### config.mk
export PLATFORM = sky130hd
export DESIGN_NAME = parallel_request_port
export DESIGN_NICKNAME = d
export VERILOG_FILES = /design/src/include/prp_pkg.sv /design/src/hw/parallel_request_port.sv
export VERILOG_INCLUDE_DIRS = /design/src /design/src/include
export SDC_FILE = /design/constraint.sdc
export NUM_CORES = 1
export LEC_CHECK = 0
export BUFFER_PORTS_ARGS = -buffer_cell sky130_fd_sc_hd__buf_4
export CAP_MARGIN = 25
export CORE_MARGIN = 4
export CORE_UTILIZATION = 50
export CTS_CLUSTER_SIZE = 24
export DETAILED_ROUTE_END_ITERATION = 12
export MAX_ROUTING_LAYER = met4
export PLACE_DENSITY_LB_ADDON = 0.12
export SLEW_MARGIN = 40
export SYNTH_ARGS = -nofsm -noshare
export SYNTH_HDL_FRONTEND = slang
export SYNTH_SLANG_ARGS = --single-unit
### constraint.sdc
create_clock -name I_SYS_CLK -period 2.8 [get_ports I_SYS_CLK]
set_input_delay 0.28 -clock I_SYS_CLK [delete_from_list [all_inputs] [get_ports I_SYS_CLK]]
set_output_delay 0.28 -clock I_SYS_CLK [all_outputs]
set_load 0.1 [all_outputs]
### src/include/prp_regs.svh
`ifndef PRP_REGS_SVH
`define PRP_REGS_SVH
// Clock and timebase
`define PRP_CLK_HZ 20000000
`define PRP_TICK_MS 1
`define PRP_TICK_CYC ((`PRP_CLK_HZ / 1000) * `PRP_TICK_MS)
// Register byte offsets
`define PRP_OFF_CTRL 8'h00
`define PRP_OFF_TIMING 8'h04
`define PRP_OFF_POL 8'h08
`define PRP_OFF_DEFMSG 8'h0c
`define PRP_OFF_OUTCMD 8'h10
`define PRP_OFF_STATUS 8'h14
`define PRP_OFF_REQ 8'h18
`define PRP_OFF_DATA 8'h1c
`define PRP_OFF_AUTOMAP 8'h20
`define PRP_OFF_ACK 8'h24
// Control fields
`define PRP_CTRL_AUTO_LSB 0
`define PRP_CTRL_FMT_LSB 2
`define PRP_CTRL_ENC_LSB 5
`define PRP_CTRL_DEF_EN 7
`define PRP_CTRL_OUT_MODE 8
`define PRP_CTRL_OUT_POL 9
`define PRP_CTRL_OUT_DEF_LSB 16
// Output command fields
`define PRP_OCMD_OP_LSB 0
`define PRP_OCMD_TO_LSB 4
`define PRP_OCMD_VAL_LSB 8
// Reset values
`define PRP_CTRL_RST 32'h0000_0000
`define PRP_STROBE_MS_RST 8'h03
`define PRP_DEBOUNCE_RST 8'h01
`define PRP_POL_RST 10'h000
// Timing limits
`define PRP_STROBE_MS_MIN 8'h03
`define PRP_STROBE_MS_MAX 8'hfa
`define PRP_DEB_UNIT_MS 10
`define PRP_TO_MS_UNIT 10
`define PRP_TO_S_UNIT 1000
`define PRP_TO_M_UNIT 60000
`endif

### src/include/prp_pkg.sv
package prp_pkg;
    // Automatic request modes
    typedef enum logic [1:0] {AUTO_OFF, AUTO_EDGE, AUTO_VALUE, AUTO_RSVD} auto_request_mode_e;
    // Message number formats
    typedef enum logic [2:0] {FMT_BCD4, FMT_BCD8, FMT_BCD9, FMT_BIN4, FMT_BIN8} msg_fmt_e;
    // Embedded data encodings
    typedef enum logic [1:0] {ENC_ASCII, ENC_BCD, ENC_BIN} data_enc_e;
    // Output pin commands
    typedef enum logic [3:0] {
        OCMD_NONE, OCMD_ON, OCMD_OFF, OCMD_TOGGLE, OCMD_LOCK, OCMD_UNLOCK,
        OCMD_HALT, OCMD_RUN, OCMD_SET
    } out_cmd_e;
    // Timeout start units
    typedef enum logic [2:0] {TO_MS, TO_SEC, TO_MIN, TO_LATCH, TO_DEFAULT} to_unit_e;
endpackage

### src/hw/parallel_request_port.sv
// The implementer's own choices: the register offsets and the Avalon-MM register port.
`timescale 1ns/1ps
`default_nettype none
`include "prp_regs.svh"

module parallel_request_port #(
    parameter int TICK_CYC = `PRP_TICK_CYC
) (
    // Clock and reset
    input wire logic I_SYS_CLK,
    input wire logic I_RESETN,
    // Parallel port pins
    input wire logic [7:0] I_DATA,
    input wire logic I_MSG_DATA_SEL,
    input wire logic I_STROBE,
    output logic O_OUT_PIN,
    output logic O_OUT_PIN_OE,
    // Avalon-MM slave
    input wire logic [7:0] I_AVS_ADDRESS,
    input wire logic I_AVS_READ,
    input wire logic I_AVS_WRITE,
    input wire logic [31:0] I_AVS_WRITEDATA,
    output logic [31:0] O_AVS_READDATA,
    output logic O_AVS_WAITREQUEST
);
    // Configuration registers
    logic [31:0] ctrl;
    logic [7:0] strobe_ms;
    logic [7:0] deb_units;
    logic [9:0] pol;
    logic [7:0] def_msg;
    logic [15:0] auto_map;
    // Captured request and embedded data
    logic req_valid;
    logic req_is_data;
    logic [8:0] req_value;
    logic [8:0] nib_hold;
    logic nib_phase;
    // Input sampling
    logic [7:0] data_act;
    logic sel_act;
    logic stb_act;
    logic [7:0] last_port;
    // Timing
    logic [15:0] tick_cnt;
    logic tick;
    logic [7:0] stb_ms_cnt;
    logic [11:0] deb_cnt;
    logic stb_done;
    // Output pin state
    logic pin_on;
    logic pin_lock;
    logic to_run;
    logic to_latched;
    logic [31:0] to_ms;
    logic [1:0] auto_mode;
    logic [2:0] fmt;
    logic [1:0] enc;
    logic acc;
    logic wr_cmd;
    logic [3:0] cmd_op;
    logic [2:0] cmd_unit;
    logic [5:0] cmd_val;
    logic pin_level;

    typedef enum logic [1:0] {ST_IDLE, ST_STROBE, ST_DEBOUNCE} port_state_e;
    port_state_e state;

    assign auto_mode = ctrl[`PRP_CTRL_AUTO_LSB +: 2];
    assign fmt = ctrl[`PRP_CTRL_FMT_LSB +: 3];
    assign enc = ctrl[`PRP_CTRL_ENC_LSB +: 2];
    assign acc = I_AVS_READ | I_AVS_WRITE;
    assign wr_cmd = I_AVS_WRITE && (I_AVS_ADDRESS == `PRP_OFF_OUTCMD);
    assign cmd_op = I_AVS_WRITEDATA[`PRP_OCMD_OP_LSB +: 4];
    assign cmd_unit = I_AVS_WRITEDATA[`PRP_OCMD_TO_LSB +: 3];
    assign cmd_val = I_AVS_WRITEDATA[`PRP_OCMD_VAL_LSB +: 6];

    assign data_act = I_DATA ^ pol[7:0];
    assign sel_act = I_MSG_DATA_SEL ^ pol[8];
    assign stb_act = I_STROBE ^ pol[9];

    // Bus answers in one cycle: waitrequest low only on the cycle after access
    // Writes act on that answering edge; read data is registered one edge earlier
    logic ack_q;
    always_ff @(posedge I_SYS_CLK or negedge I_RESETN) begin
        if (!I_RESETN) begin
            ack_q <= 1'b0;
        end else begin
            ack_q <= acc & ~ack_q;
        end
    end
    assign O_AVS_WAITREQUEST = acc & ~ack_q;

    always_ff @(posedge I_SYS_CLK or negedge I_RESETN) begin
        if (!I_RESETN) begin
            tick_cnt <= 16'h0000;
            tick <= 1'b0;
        end else if (tick_cnt == 16'(TICK_CYC - 1)) begin
            tick_cnt <= 16'h0000;
            tick <= 1'b1;
        end else begin
            tick_cnt <= tick_cnt + 16'h0001;
            tick <= 1'b0;
        end
    end

    // BCD decode of a nine bit field, one hundreds bit on top
    function automatic logic [8:0] bcd_dec(input logic [8:0] v);
        bcd_dec = 9'(v[8] * 100) + 9'(v[7:4] * 10) + 9'(v[3:0]);
    endfunction

    // Configuration writes, taken when waitrequest is low; only the timing register is limited to legal ranges
    always_ff @(posedge I_SYS_CLK or negedge I_RESETN) begin
        if (!I_RESETN) begin
            ctrl <= `PRP_CTRL_RST;
            strobe_ms <= `PRP_STROBE_MS_RST;
            deb_units <= `PRP_DEBOUNCE_RST;
            pol <= `PRP_POL_RST;
            def_msg <= 8'h00;
            auto_map <= 16'h0000;
        end else if (I_AVS_WRITE && ack_q) begin
            case (I_AVS_ADDRESS)
                `PRP_OFF_CTRL: ctrl <= I_AVS_WRITEDATA;
                `PRP_OFF_TIMING: begin
                    if (I_AVS_WRITEDATA[7:0] < `PRP_STROBE_MS_MIN) begin
                        strobe_ms <= `PRP_STROBE_MS_MIN;
                    end else if (I_AVS_WRITEDATA[7:0] > `PRP_STROBE_MS_MAX) begin
                        strobe_ms <= `PRP_STROBE_MS_MAX;
                    end else begin
                        strobe_ms <= I_AVS_WRITEDATA[7:0];
                    end
                    deb_units <= (I_AVS_WRITEDATA[15:8] == 8'h00) ? 8'h01
                                                                : I_AVS_WRITEDATA[15:8];
                end
                `PRP_OFF_POL: pol <= I_AVS_WRITEDATA[9:0];
                `PRP_OFF_DEFMSG: def_msg <= I_AVS_WRITEDATA[7:0];
                `PRP_OFF_AUTOMAP: auto_map <= I_AVS_WRITEDATA[15:0];
                default: ;
            endcase
        end
    end

    // Strobe qualification and debounce sequencer
    always_ff @(posedge I_SYS_CLK or negedge I_RESETN) begin
        if (!I_RESETN) begin
            state <= ST_IDLE;
            stb_ms_cnt <= 8'h00;
            deb_cnt <= 12'h000;
            stb_done <= 1'b0;
        end else begin
            stb_done <= 1'b0;
            case (state)
                ST_IDLE: begin
                    stb_ms_cnt <= 8'h00;
                    // strobe starts sampling; change in auto mode
                    if ((auto_mode == prp_pkg::AUTO_OFF) ? stb_act
                        : (sel_act && data_act != last_port)) begin
                        state <= ST_STROBE;
                    end
                end
                ST_STROBE: begin
                    // Strobe or changed value must hold the full width
                    if ((auto_mode == prp_pkg::AUTO_OFF) ? !stb_act
                        : (data_act == last_port || !sel_act)) begin
                        state <= ST_IDLE;
                    end else if (tick) begin
                        if (stb_ms_cnt + 8'h01 >= strobe_ms) begin
                            stb_done <= 1'b1;
                            deb_cnt <= 12'(deb_units * `PRP_DEB_UNIT_MS);
                            state <= ST_DEBOUNCE;
                        end
                        stb_ms_cnt <= stb_ms_cnt + 8'h01;
                    end
                end
                ST_DEBOUNCE: begin
                    if (tick) begin
                        if (deb_cnt <= 12'h001) begin
                            if (auto_mode != prp_pkg::AUTO_OFF || !stb_act) begin
                                state <= ST_IDLE;
                            end
                        end else begin
                            deb_cnt <= deb_cnt - 12'h001;
                        end
                    end
                end
                default: state <= ST_IDLE;
            endcase
        end
    end

    // Capture, decode and automatic request generation
    always_ff @(posedge I_SYS_CLK or negedge I_RESETN) begin
        if (!I_RESETN) begin
            req_valid <= 1'b0;
            req_is_data <= 1'b0;
            req_value <= 9'h000;
            nib_hold <= 9'h000;
            nib_phase <= 1'b0;
            last_port <= 8'h00;
        end else begin
            // A write to the acknowledge place clears it; a new capture wins
            if (I_AVS_WRITE && ack_q && I_AVS_ADDRESS == `PRP_OFF_ACK) begin
                req_valid <= 1'b0;
            end
            if (stb_done) begin
                last_port <= data_act;
                case (auto_mode)
                    prp_pkg::AUTO_EDGE: begin
                        // lowest changed line, rise or fall message
                        req_is_data <= 1'b0;
                        req_valid <= 1'b0;
                        for (int i = 7; i >= 0; i--) begin
                            if (data_act[i] != last_port[i]) begin
                                req_valid <= 1'b1;
                                req_value <= {data_act[i], 5'h00, 3'(i)};
                                // unused line uses fallback or nothing
                                if (!auto_map[{3'(i), ~data_act[i]}]) begin
                                    req_valid <= ctrl[`PRP_CTRL_DEF_EN];
                                    req_value <= {1'b0, def_msg};
                                end
                            end
                        end
                    end
                    prp_pkg::AUTO_VALUE: begin
                        req_is_data <= 1'b0;
                        req_valid <= 1'b1;
                        req_value <= {1'b0, data_act};
                    end
                    default: begin
                        req_is_data <= ~sel_act;
                        if (fmt == prp_pkg::FMT_BCD4 || fmt == prp_pkg::FMT_BIN4 ||
                            (!sel_act && enc != prp_pkg::ENC_BIN && fmt == prp_pkg::FMT_BCD4)) begin
                            // four bit transfers pair into a byte, high first, except bin4 message numbers which stand alone
                            if (!nib_phase && fmt == prp_pkg::FMT_BIN4 && sel_act) begin
                                req_valid <= 1'b1;
                                req_value <= {5'h00, data_act[3:0]};
                            end else if (!nib_phase) begin
                                nib_hold <= {5'h00, data_act[3:0]};
                                nib_phase <= 1'b1;
                            end else begin
                                nib_phase <= 1'b0;
                                req_valid <= 1'b1;
                                req_value <= (sel_act || enc == prp_pkg::ENC_BCD)
                                    ? bcd_dec({1'b0, nib_hold[3:0], data_act[3:0]})
                                    : {1'b0, nib_hold[3:0], data_act[3:0]};
                            end
                        end else begin
                            req_valid <= 1'b1;
                            // eight/nine bit forms; ninth (hundreds) bit always zero
                            if (sel_act && fmt == prp_pkg::FMT_BCD9) begin
                                // Hundreds line is not wired, so it reads as zero
                                req_value <= bcd_dec({1'b0, data_act});
                            end else if (sel_act && fmt == prp_pkg::FMT_BCD8) begin
                                req_value <= bcd_dec({1'b0, data_act});
                            end else if (!sel_act && enc == prp_pkg::ENC_BCD) begin
                                req_value <= bcd_dec({1'b0, data_act});
                            end else begin
                                req_value <= {1'b0, data_act};
                            end
                        end
                    end
                endcase
            end
        end
    end

    // Output pin mode, lock, on/off/toggle and timeout
    always_ff @(posedge I_SYS_CLK or negedge I_RESETN) begin
        if (!I_RESETN) begin
            pin_on <= 1'b0;
            pin_lock <= 1'b0;
            to_run <= 1'b0;
            to_latched <= 1'b1;
            to_ms <= 32'h0000_0000;
        end else begin
            if (tick && to_run && !to_latched) begin
                if (to_ms <= 32'h0000_0001) begin
                    to_ms <= 32'h0000_0000;
                    to_run <= 1'b0;
                    pin_on <= 1'b0;
                end else begin
                    to_ms <= to_ms - 32'h0000_0001;
                end
            end
            if (wr_cmd && ack_q && ctrl[`PRP_CTRL_OUT_MODE]) begin
                if (cmd_op == prp_pkg::OCMD_UNLOCK) begin
                    pin_lock <= 1'b0;
                end else if (!pin_lock) begin
                    case (cmd_op)
                        prp_pkg::OCMD_ON: pin_on <= 1'b1;
                        prp_pkg::OCMD_OFF: pin_on <= 1'b0;
                        prp_pkg::OCMD_TOGGLE: pin_on <= ~pin_on;
                        prp_pkg::OCMD_LOCK: pin_lock <= 1'b1;
                        prp_pkg::OCMD_HALT: to_run <= 1'b0;
                        prp_pkg::OCMD_RUN: to_run <= 1'b1;
                        prp_pkg::OCMD_SET: begin
                            to_run <= 1'b1;
                            to_latched <= (cmd_unit == prp_pkg::TO_LATCH);
                            case (cmd_unit)
                                prp_pkg::TO_MS: to_ms <= 32'(cmd_val * `PRP_TO_MS_UNIT);
                                prp_pkg::TO_SEC: to_ms <= 32'(cmd_val * `PRP_TO_S_UNIT);
                                prp_pkg::TO_MIN: to_ms <= 32'(cmd_val * `PRP_TO_M_UNIT);
                                prp_pkg::TO_DEFAULT:
                                    to_ms <= 32'(ctrl[`PRP_CTRL_OUT_DEF_LSB +: 16]
                                                 * `PRP_TO_MS_UNIT);
                                default: to_ms <= 32'h0000_0000;
                            endcase
                        end
                        default: ;
                    endcase
                end
            end
        end
    end

    // busy or output mode with polarity; busy while collecting
    assign pin_level = ctrl[`PRP_CTRL_OUT_MODE] ? pin_on
                     : (state != ST_IDLE || req_valid || nib_phase);
    always_ff @(posedge I_SYS_CLK or negedge I_RESETN) begin
        if (!I_RESETN) begin
            O_OUT_PIN <= 1'b0;
            O_OUT_PIN_OE <= 1'b0;
        end else begin
            // Open collector: drive low when the level is asserted-low
            O_OUT_PIN <= 1'b0;
            O_OUT_PIN_OE <= pin_level ^ ctrl[`PRP_CTRL_OUT_POL];
        end
    end

    // Register read mux
    always_ff @(posedge I_SYS_CLK or negedge I_RESETN) begin
        if (!I_RESETN) begin
            O_AVS_READDATA <= 32'h0000_0000;
        end else if (I_AVS_READ && !ack_q) begin
            case (I_AVS_ADDRESS)
                `PRP_OFF_CTRL: O_AVS_READDATA <= ctrl;
                `PRP_OFF_TIMING: O_AVS_READDATA <= {16'h0000, deb_units, strobe_ms};
                `PRP_OFF_POL: O_AVS_READDATA <= {22'h0, pol};
                `PRP_OFF_DEFMSG: O_AVS_READDATA <= {24'h000000, def_msg};
                `PRP_OFF_STATUS: O_AVS_READDATA <= {24'h000000, (state != ST_IDLE),
                    nib_phase, to_latched, to_run, pin_lock, pin_on, req_is_data,
                    req_valid};
                `PRP_OFF_REQ: O_AVS_READDATA <= {22'h0, req_is_data, req_value};
                `PRP_OFF_DATA: O_AVS_READDATA <= to_ms;
                `PRP_OFF_AUTOMAP: O_AVS_READDATA <= {16'h0000, auto_map};
                default: O_AVS_READDATA <= 32'h0000_0000;
            endcase
        end
    end
endmodule
`default_nettype wire

# == After elaboration in Yosys (flattened, before gate mapping) ==
# Cells that the tools add are included.
# totals
register_bits,216
in_bits,54
output_inout_bits,35
wordCells,295
# op_classes
addsub,6
multipliers,7
n_lt_le_gt_ge,13
eq_ne,53
muxes,116
bitwise,22
reduce_logical,52
# op_table
op,count
32-bit one-hot mux with 8 select lines,1
9-bit two-way mux,23
32-bit two-way mux,6
22-bit one-hot mux with 4 select lines,1
1-bit two-way mux,60
12-bit two-way mux,5
8-bit two-way mux,5
8-bit by 5-bit == test with 1-bit output (second input constant),4
32-bit by 1-bit less-or-equal comparator with 1-bit output (second input constant),1
32-bit by 1-bit subtractor with 32-bit output (second input constant),1
12-bit one-hot mux with 2 select lines,1
4-bit by 5-bit less-than comparator with 1-bit output (second input constant),4
16-bit by 3-bit multiplier with 19-bit output (second input constant),1
8-bit by 4-bit adder with 9-bit output,2
2-bit inequality test (second input constant),9
9-bit one-hot mux with 2 select lines,1
6-bit by 11-bit multiplier with 17-bit output (second input constant),1
16-bit by 1-bit adder with 16-bit output (second input constant),1
16-bit by 15-bit == test with 1-bit output (second input constant),1
4-bit by 3-bit == test with 1-bit output (second input constant),4
8-bit by 4-bit == test with 1-bit output (second input constant),2
8-bit by 6-bit == test with 1-bit output (second input constant),2
1-bit logical AND,16
8-bit logical NOT,2
50 further kinds,115

# == Logic depth before layout (Yosys ltp) ==
# logic_depth
depth_word,15
mapped_depth,17
depth_no_buf,17

# == Worst setup path after synthesis ==
# Ideal clock, no wire load.
# synth_path
path_type,input to register
start,input I_AVS_WRITEDATA[8]
end,register to_ms[13]
setup_ps,118
t_arrival_ps,3415
t_required_ps,2682
path_slack_ps,-733
stages,14
path_buffers,0
path_cell_list,fa_1 inv_1 fa_1 fa_1 inv_1 ha_1 nor2b_1 o21ai_0 a21boi_0 o21ai_0 nand3_1 a32oi_1 o22ai_1 a21o_1
# synth_via
elab_chain_len,6
word_cells_on_any_way,7
classes_between,mul (2); mux (5)
# synth_lines
element,line,source
start: declaration,parallel_request_port.sv:22,"input wire logic [31:0] I_AVS_WRITEDATA,"
6-bit by 11-bit multiplier with 17-bit output (no line) / 6-bit by 7-bit multiplier with 13-bit output (equally long branches),n/a,
22-bit one-hot mux with 4 select lines *,parallel_request_port.sv:299,case (cmd_unit)
32-bit two-way mux *,parallel_request_port.sv:289,case (cmd_op)
32-bit two-way mux *,parallel_request_port.sv:288,end else if (!pin_lock) begin
32-bit two-way mux *,parallel_request_port.sv:286,if (cmd_op == prp_pkg::OCMD_UNLOCK) begin
32-bit two-way mux *,parallel_request_port.sv:285,if (wr_cmd && ack_q && ctrl[`PRP_CTRL_OUT_MODE]) begin
end signal: assignment,parallel_request_port.sv:282,to_ms <= to_ms - 32'h0000_0001;
end signal: assignment,parallel_request_port.sv:300,prp_pkg::TO_MS: to_ms <= 32'(cmd_val * `PRP_TO_MS_UNIT);
end signal: assignment,parallel_request_port.sv:301,prp_pkg::TO_SEC: to_ms <= 32'(cmd_val * `PRP_TO_S_UNIT);
end: declaration,parallel_request_port.sv:55,logic [31:0] to_ms;
# Every way passes the cells marked *; elsewhere a longest branch is shown, timed or not.
# A chain may end at the register's enable or synchronous reset.

# == Worst setup path in the final report ==
# layout_path
start,input I_AVS_WRITEDATA[10]
end,register to_ms[13]
# Same word-level chain as after synthesis.

==> run_results.csv <==
group,metric,value,unit
floorplanning,num_rows,63,
clocking,cts_inserted_buffers,26,
critical_path,crit_chain,"buf_8 > fa_2 > inv_2 > fa_1 > fa_1 > inv_2 > ha_4 > nor2b_4 > o21ai_2 > a21boi_2 > o21ai_2 > a21o_1 > a32oi_1 > o22ai_1 > a21o_1",
floorplanning,io_pins,89,
routing,drtAntennaViolNets,0,
critical_path,crit_start,"I_AVS_WRITEDATA[10]",
critical_path,critPathMaxFanout,3,
synth,yosys.area_share.xor_xnor,0.06901,
timing,finalCritPeriodShare,1.060,
placement,place_congestion,0.9806,
timing,skew,35.88,ps
grt,grtUsageTotal,0.3091,
routing,initialDrtViolationCount,1202,
synth,synth.area.mux_share,0.04410,
clocking,cts_root_buffer,"clkbuf_16",
critical_path,max_stage_delay,600,ps
clocking,cts_tree,"built",
routing,wl_per_cell,21.12,microns
timing,slew_viol_final,0,
routing,drt-total-wl,50070,microns
clocking,cts_max_level,1,
clocking,cts.sinks,216,
critical_path,r2r_setup_slack,-50,ps
cells_and_area,drive_gt1_frac,0.2468,
cells_and_area,final_cells,2371,
critical_path,ff2ff_path_depth,11,
floorplanning,core_area,29950,sq um
cells_and_area,n_antenna_cell,0,
power,p_leak,9.236,nW
cells_and_area,final_cell_mix,"buf_4, dfrtp_1, nor2_1",
synth,yosysWarnings,0,
cells_and_area,fill_cells,2512,
timing,setup_viol,7,
routing,drc,0,
synth,synth_compound_area_frac,0.1889,
critical_path,critPathSlowestCell,"fa_2",
critical_path,required,3220,ps
critical_path,cp-endpoint,"to_ms[13]$_DFF_PN0_",
synth,ys.flop_type,"dfrtp_1",
synth,synth-seq-cells,216,
cells_and_area,nNetsFinal,2179,
routing,routed_via_density,5.911,
status,status,"complete, but fails checks",
critical_path,cp.arrival,3390,ps
floorplanning,initial_core_util,0.5114,
floorplanning,dieArea,33500,sq um
clocking,cts_buffer_depth,3,
critical_path,timing.rr.end,"to_ms[18]$_DFF_PN0_",
synth,netlist-cell-type-count,80,
routing,wl_met2,23940,microns
critical_path,cp-end-kind,"flip-flop",
grt,antenna_found_initial,0,
grt,first_global_vias,14100,
clocking,path_clk_slew,60,ps
synth,synth_edf_count,0,
synth,yosys.area_share.simple,0.1580,
routing,dr_wl_met3,2878,microns
grt,grt_overflow_total,0,
timing,final_hold_viol_count,0,
cells_and_area,layout_commonest_cell,"buf_4",
cells_and_area,seq_area,5414,sq um
cells_and_area,area_growth,27.25,%
timing,tightest_slew,728.1,ps
timing,hold_slack,9.313,ps
power,power_density,531.0,nW/um^2
placement,io_buffers,87,
critical_path,crit_path_start_kind,"primary input",
placement,dp.cells,2295,
synth,avgSynthCellArea,9.092,sq um
synth,ys_async_sr_fraction,1.000,
routing,vias,14010,
clocking,insertion_delay,560,ps
placement,dpl.hpwl,39220,microns
timing,timing.final.ws_setup,-168.1,ps
floorplanning,die_w,183.0,microns
timing,fin_crit,2968,ps
floorplanning,fp.dieH,183.0,microns
cells_and_area,multi_input_comb_area,9821,sq um
synth,synthAdderAreaFrac,0.1449,
critical_path,critical_path_class,"primary input to flip-flop",
timing,slew_headroom,0.5146,
status,violations,"setup timing",
routing,wl_met1,20980,microns
flow_run,cap_violations,0,
power,max-vdd-ir-drop,0.0004599,V
synth,syn_area,15320,sq um
synth,synthCells,1685,
grt,grt_pass1_wl,79800,microns
grt,grt_max_degree,65,
synth,syn-num-nets,1899,
timing,rsz0062_at_grt,"yes",
timing,max_freq,0.3369,GHz
min_path,hp-class,"primary input to flip-flop",
critical_path,r2r-start,"ctrl[19]$_DFFE_PN0P_",
cells_and_area,final_core_util,0.6508,
synth,ys_seq_area_frac,0.3532,
routing,top_layer_used,"met4",
synth,synth_top_family_by_area,"compound AO/OA/AOI/OAI gates",
routing,drtPass1Iterations,5,
critical path: cells and delay by family:
| kind | cells | cell delay (ps) |
|---|---|---|
| compound gates | 7 | 930 |
| fa+ha+maj | 4 | 1830 |
| buf+inv | 3 | 220 |
| simple gates | 1 | 140 |
cells in the mapped netlist, types with 5 or more instances:
cell,instances,share of area
a22o_1,7,0.0040
a221oi_1,23,0.013
ha_1,131,0.11
nand3b_1,9,0.0044
nor2_1,181,0.044
clkbuf_1,51,0.012
o22a_1,9,0.0051
xnor2_1,63,0.036
nand2_1,140,0.034
and3_1,9,0.0037
o21ai_0,112,0.037
mux2i_1,18,0.012
dfrtp_1,212,0.35
xor2_1,42,0.024
a22oi_1,31,0.015
inv_1,104,0.025
fa_1,29,0.038
nand4_1,10,0.0041
nand3_1,31,0.010
or4_1,10,0.0049
nor3b_1,5,0.0025
o21bai_1,5,0.0025
a222oi_1,8,0.0052
o31ai_1,9,0.0044
a21oi_1,111,0.036
a31oi_1,25,0.010
buf_1,6,0.0015
mux2_2,44,0.032
o22ai_1,27,0.011
nor2b_1,15,0.0061
o211ai_1,5,0.0025
nor4_1,11,0.0045
or3_1,16,0.0065
o21a_1,9,0.0044
nor3_1,36,0.012
a21o_1,22,0.011
and2_1,6,0.0025
a211oi_1,16,0.0078
nand2b_1,14,0.0057
what timing repair did:
item / in CTS / in global routing
endpoints found under the setup margin: 13 / 32
endpoints found under the hold margin: 75 / 0
pin swaps: 35 / 39
resized for setup: 47 / 56
hold buffers: 20 / 0
buffers inserted: 7 / 7
final cells by class:
class | count | area share
well taps | 390 | 0.02503
clock inverters | 9 | 0.007317
inverters | 107 | 0.02086
flip-flops and latches | 216 | 0.2777
repair buffers | 313 | 0.1276
multi-input cells | 1301 | 0.5038
clock buffers | 35 | 0.03768
worst min-delay path by stage:
stage                        startpoint                       endpoint  slack [ps]  cells past startpoint
finish              I_AVS_WRITEDATA[15]       deb_units[7]$_DFFE_PN0P_           9                      2
global route        I_AVS_WRITEDATA[15]       deb_units[7]$_DFFE_PN0P_           2                      2
CTS                 I_AVS_WRITEDATA[15]       deb_units[7]$_DFFE_PN0P_           2                      2
detailed placement             I_RESETN       last_port[2]$_DFFE_PN0P_         260                      1
global placement               I_RESETN             pol[7]$_DFFE_PN0P_         260                      1
floorplan                      I_RESETN  O_AVS_READDATA[0]$_DFFE_PN0P_         -20                      0
routing by layer:
layer  up-vias  global-route usage
met5         -                   -
met4         0              0.1108
met3       123             0.03114
met2       479              0.5001
met1      6780              0.4077
li1       6632                   -
stage by stage:
| step | power, mW | setup TNS [ps] | cell area [sq um] | setup slack, ps |
|---|---|---|---|---|
| final | 10.35 | -729.8 | 19490 | -168.1 |
| after global placement | 6.486 | -8287 | 17870 | -799.1 |
| after global routing | 10.84 | -1898 | 19490 | -296.4 |
| after detailed placement | 6.520 | -9169 | 17870 | -918.0 |
| after floorplan | 5.392 | -3634 | 15440 | -533.0 |
| after CTS | 10.20 | -382.1 | 19190 | -170.9 |
power breakdown:
group / switching (mW) / internal, mW / leakage, nW
combinational: 2.05 / 1.40 / 5.97
clock: 1.39 / 2.11 / 0.431
sequential: 0.138 / 3.26 / 2.84
flip-flops by register name, summed over array words and instances (netlist names), 2 cells and up:
name	flops
to_ms	32
tick_cnt	16
stb_ms_cnt	8
pol	10
deb_cnt	12
strobe_ms	8
deb_units	8
last_port	8
ctrl	32
auto_map	16
state	2
req_value	9
nib_hold	4
def_msg	8
O_AVS_READDATA	32
logic make-up (layout without fill, tap and decap cells):
group                      Yosys count  in the layout
adders and majority gates          160            160
AOI/OAI and AO/OA                  454            454
xor gates and xnor gates           111            111
muxes                               62             62
and+or+nand+nor                    513            513
DFF                                216            216
other                                1              1
buffers and inverters              168            464
No activity file was read; power rests on OpenSTA's default activity.
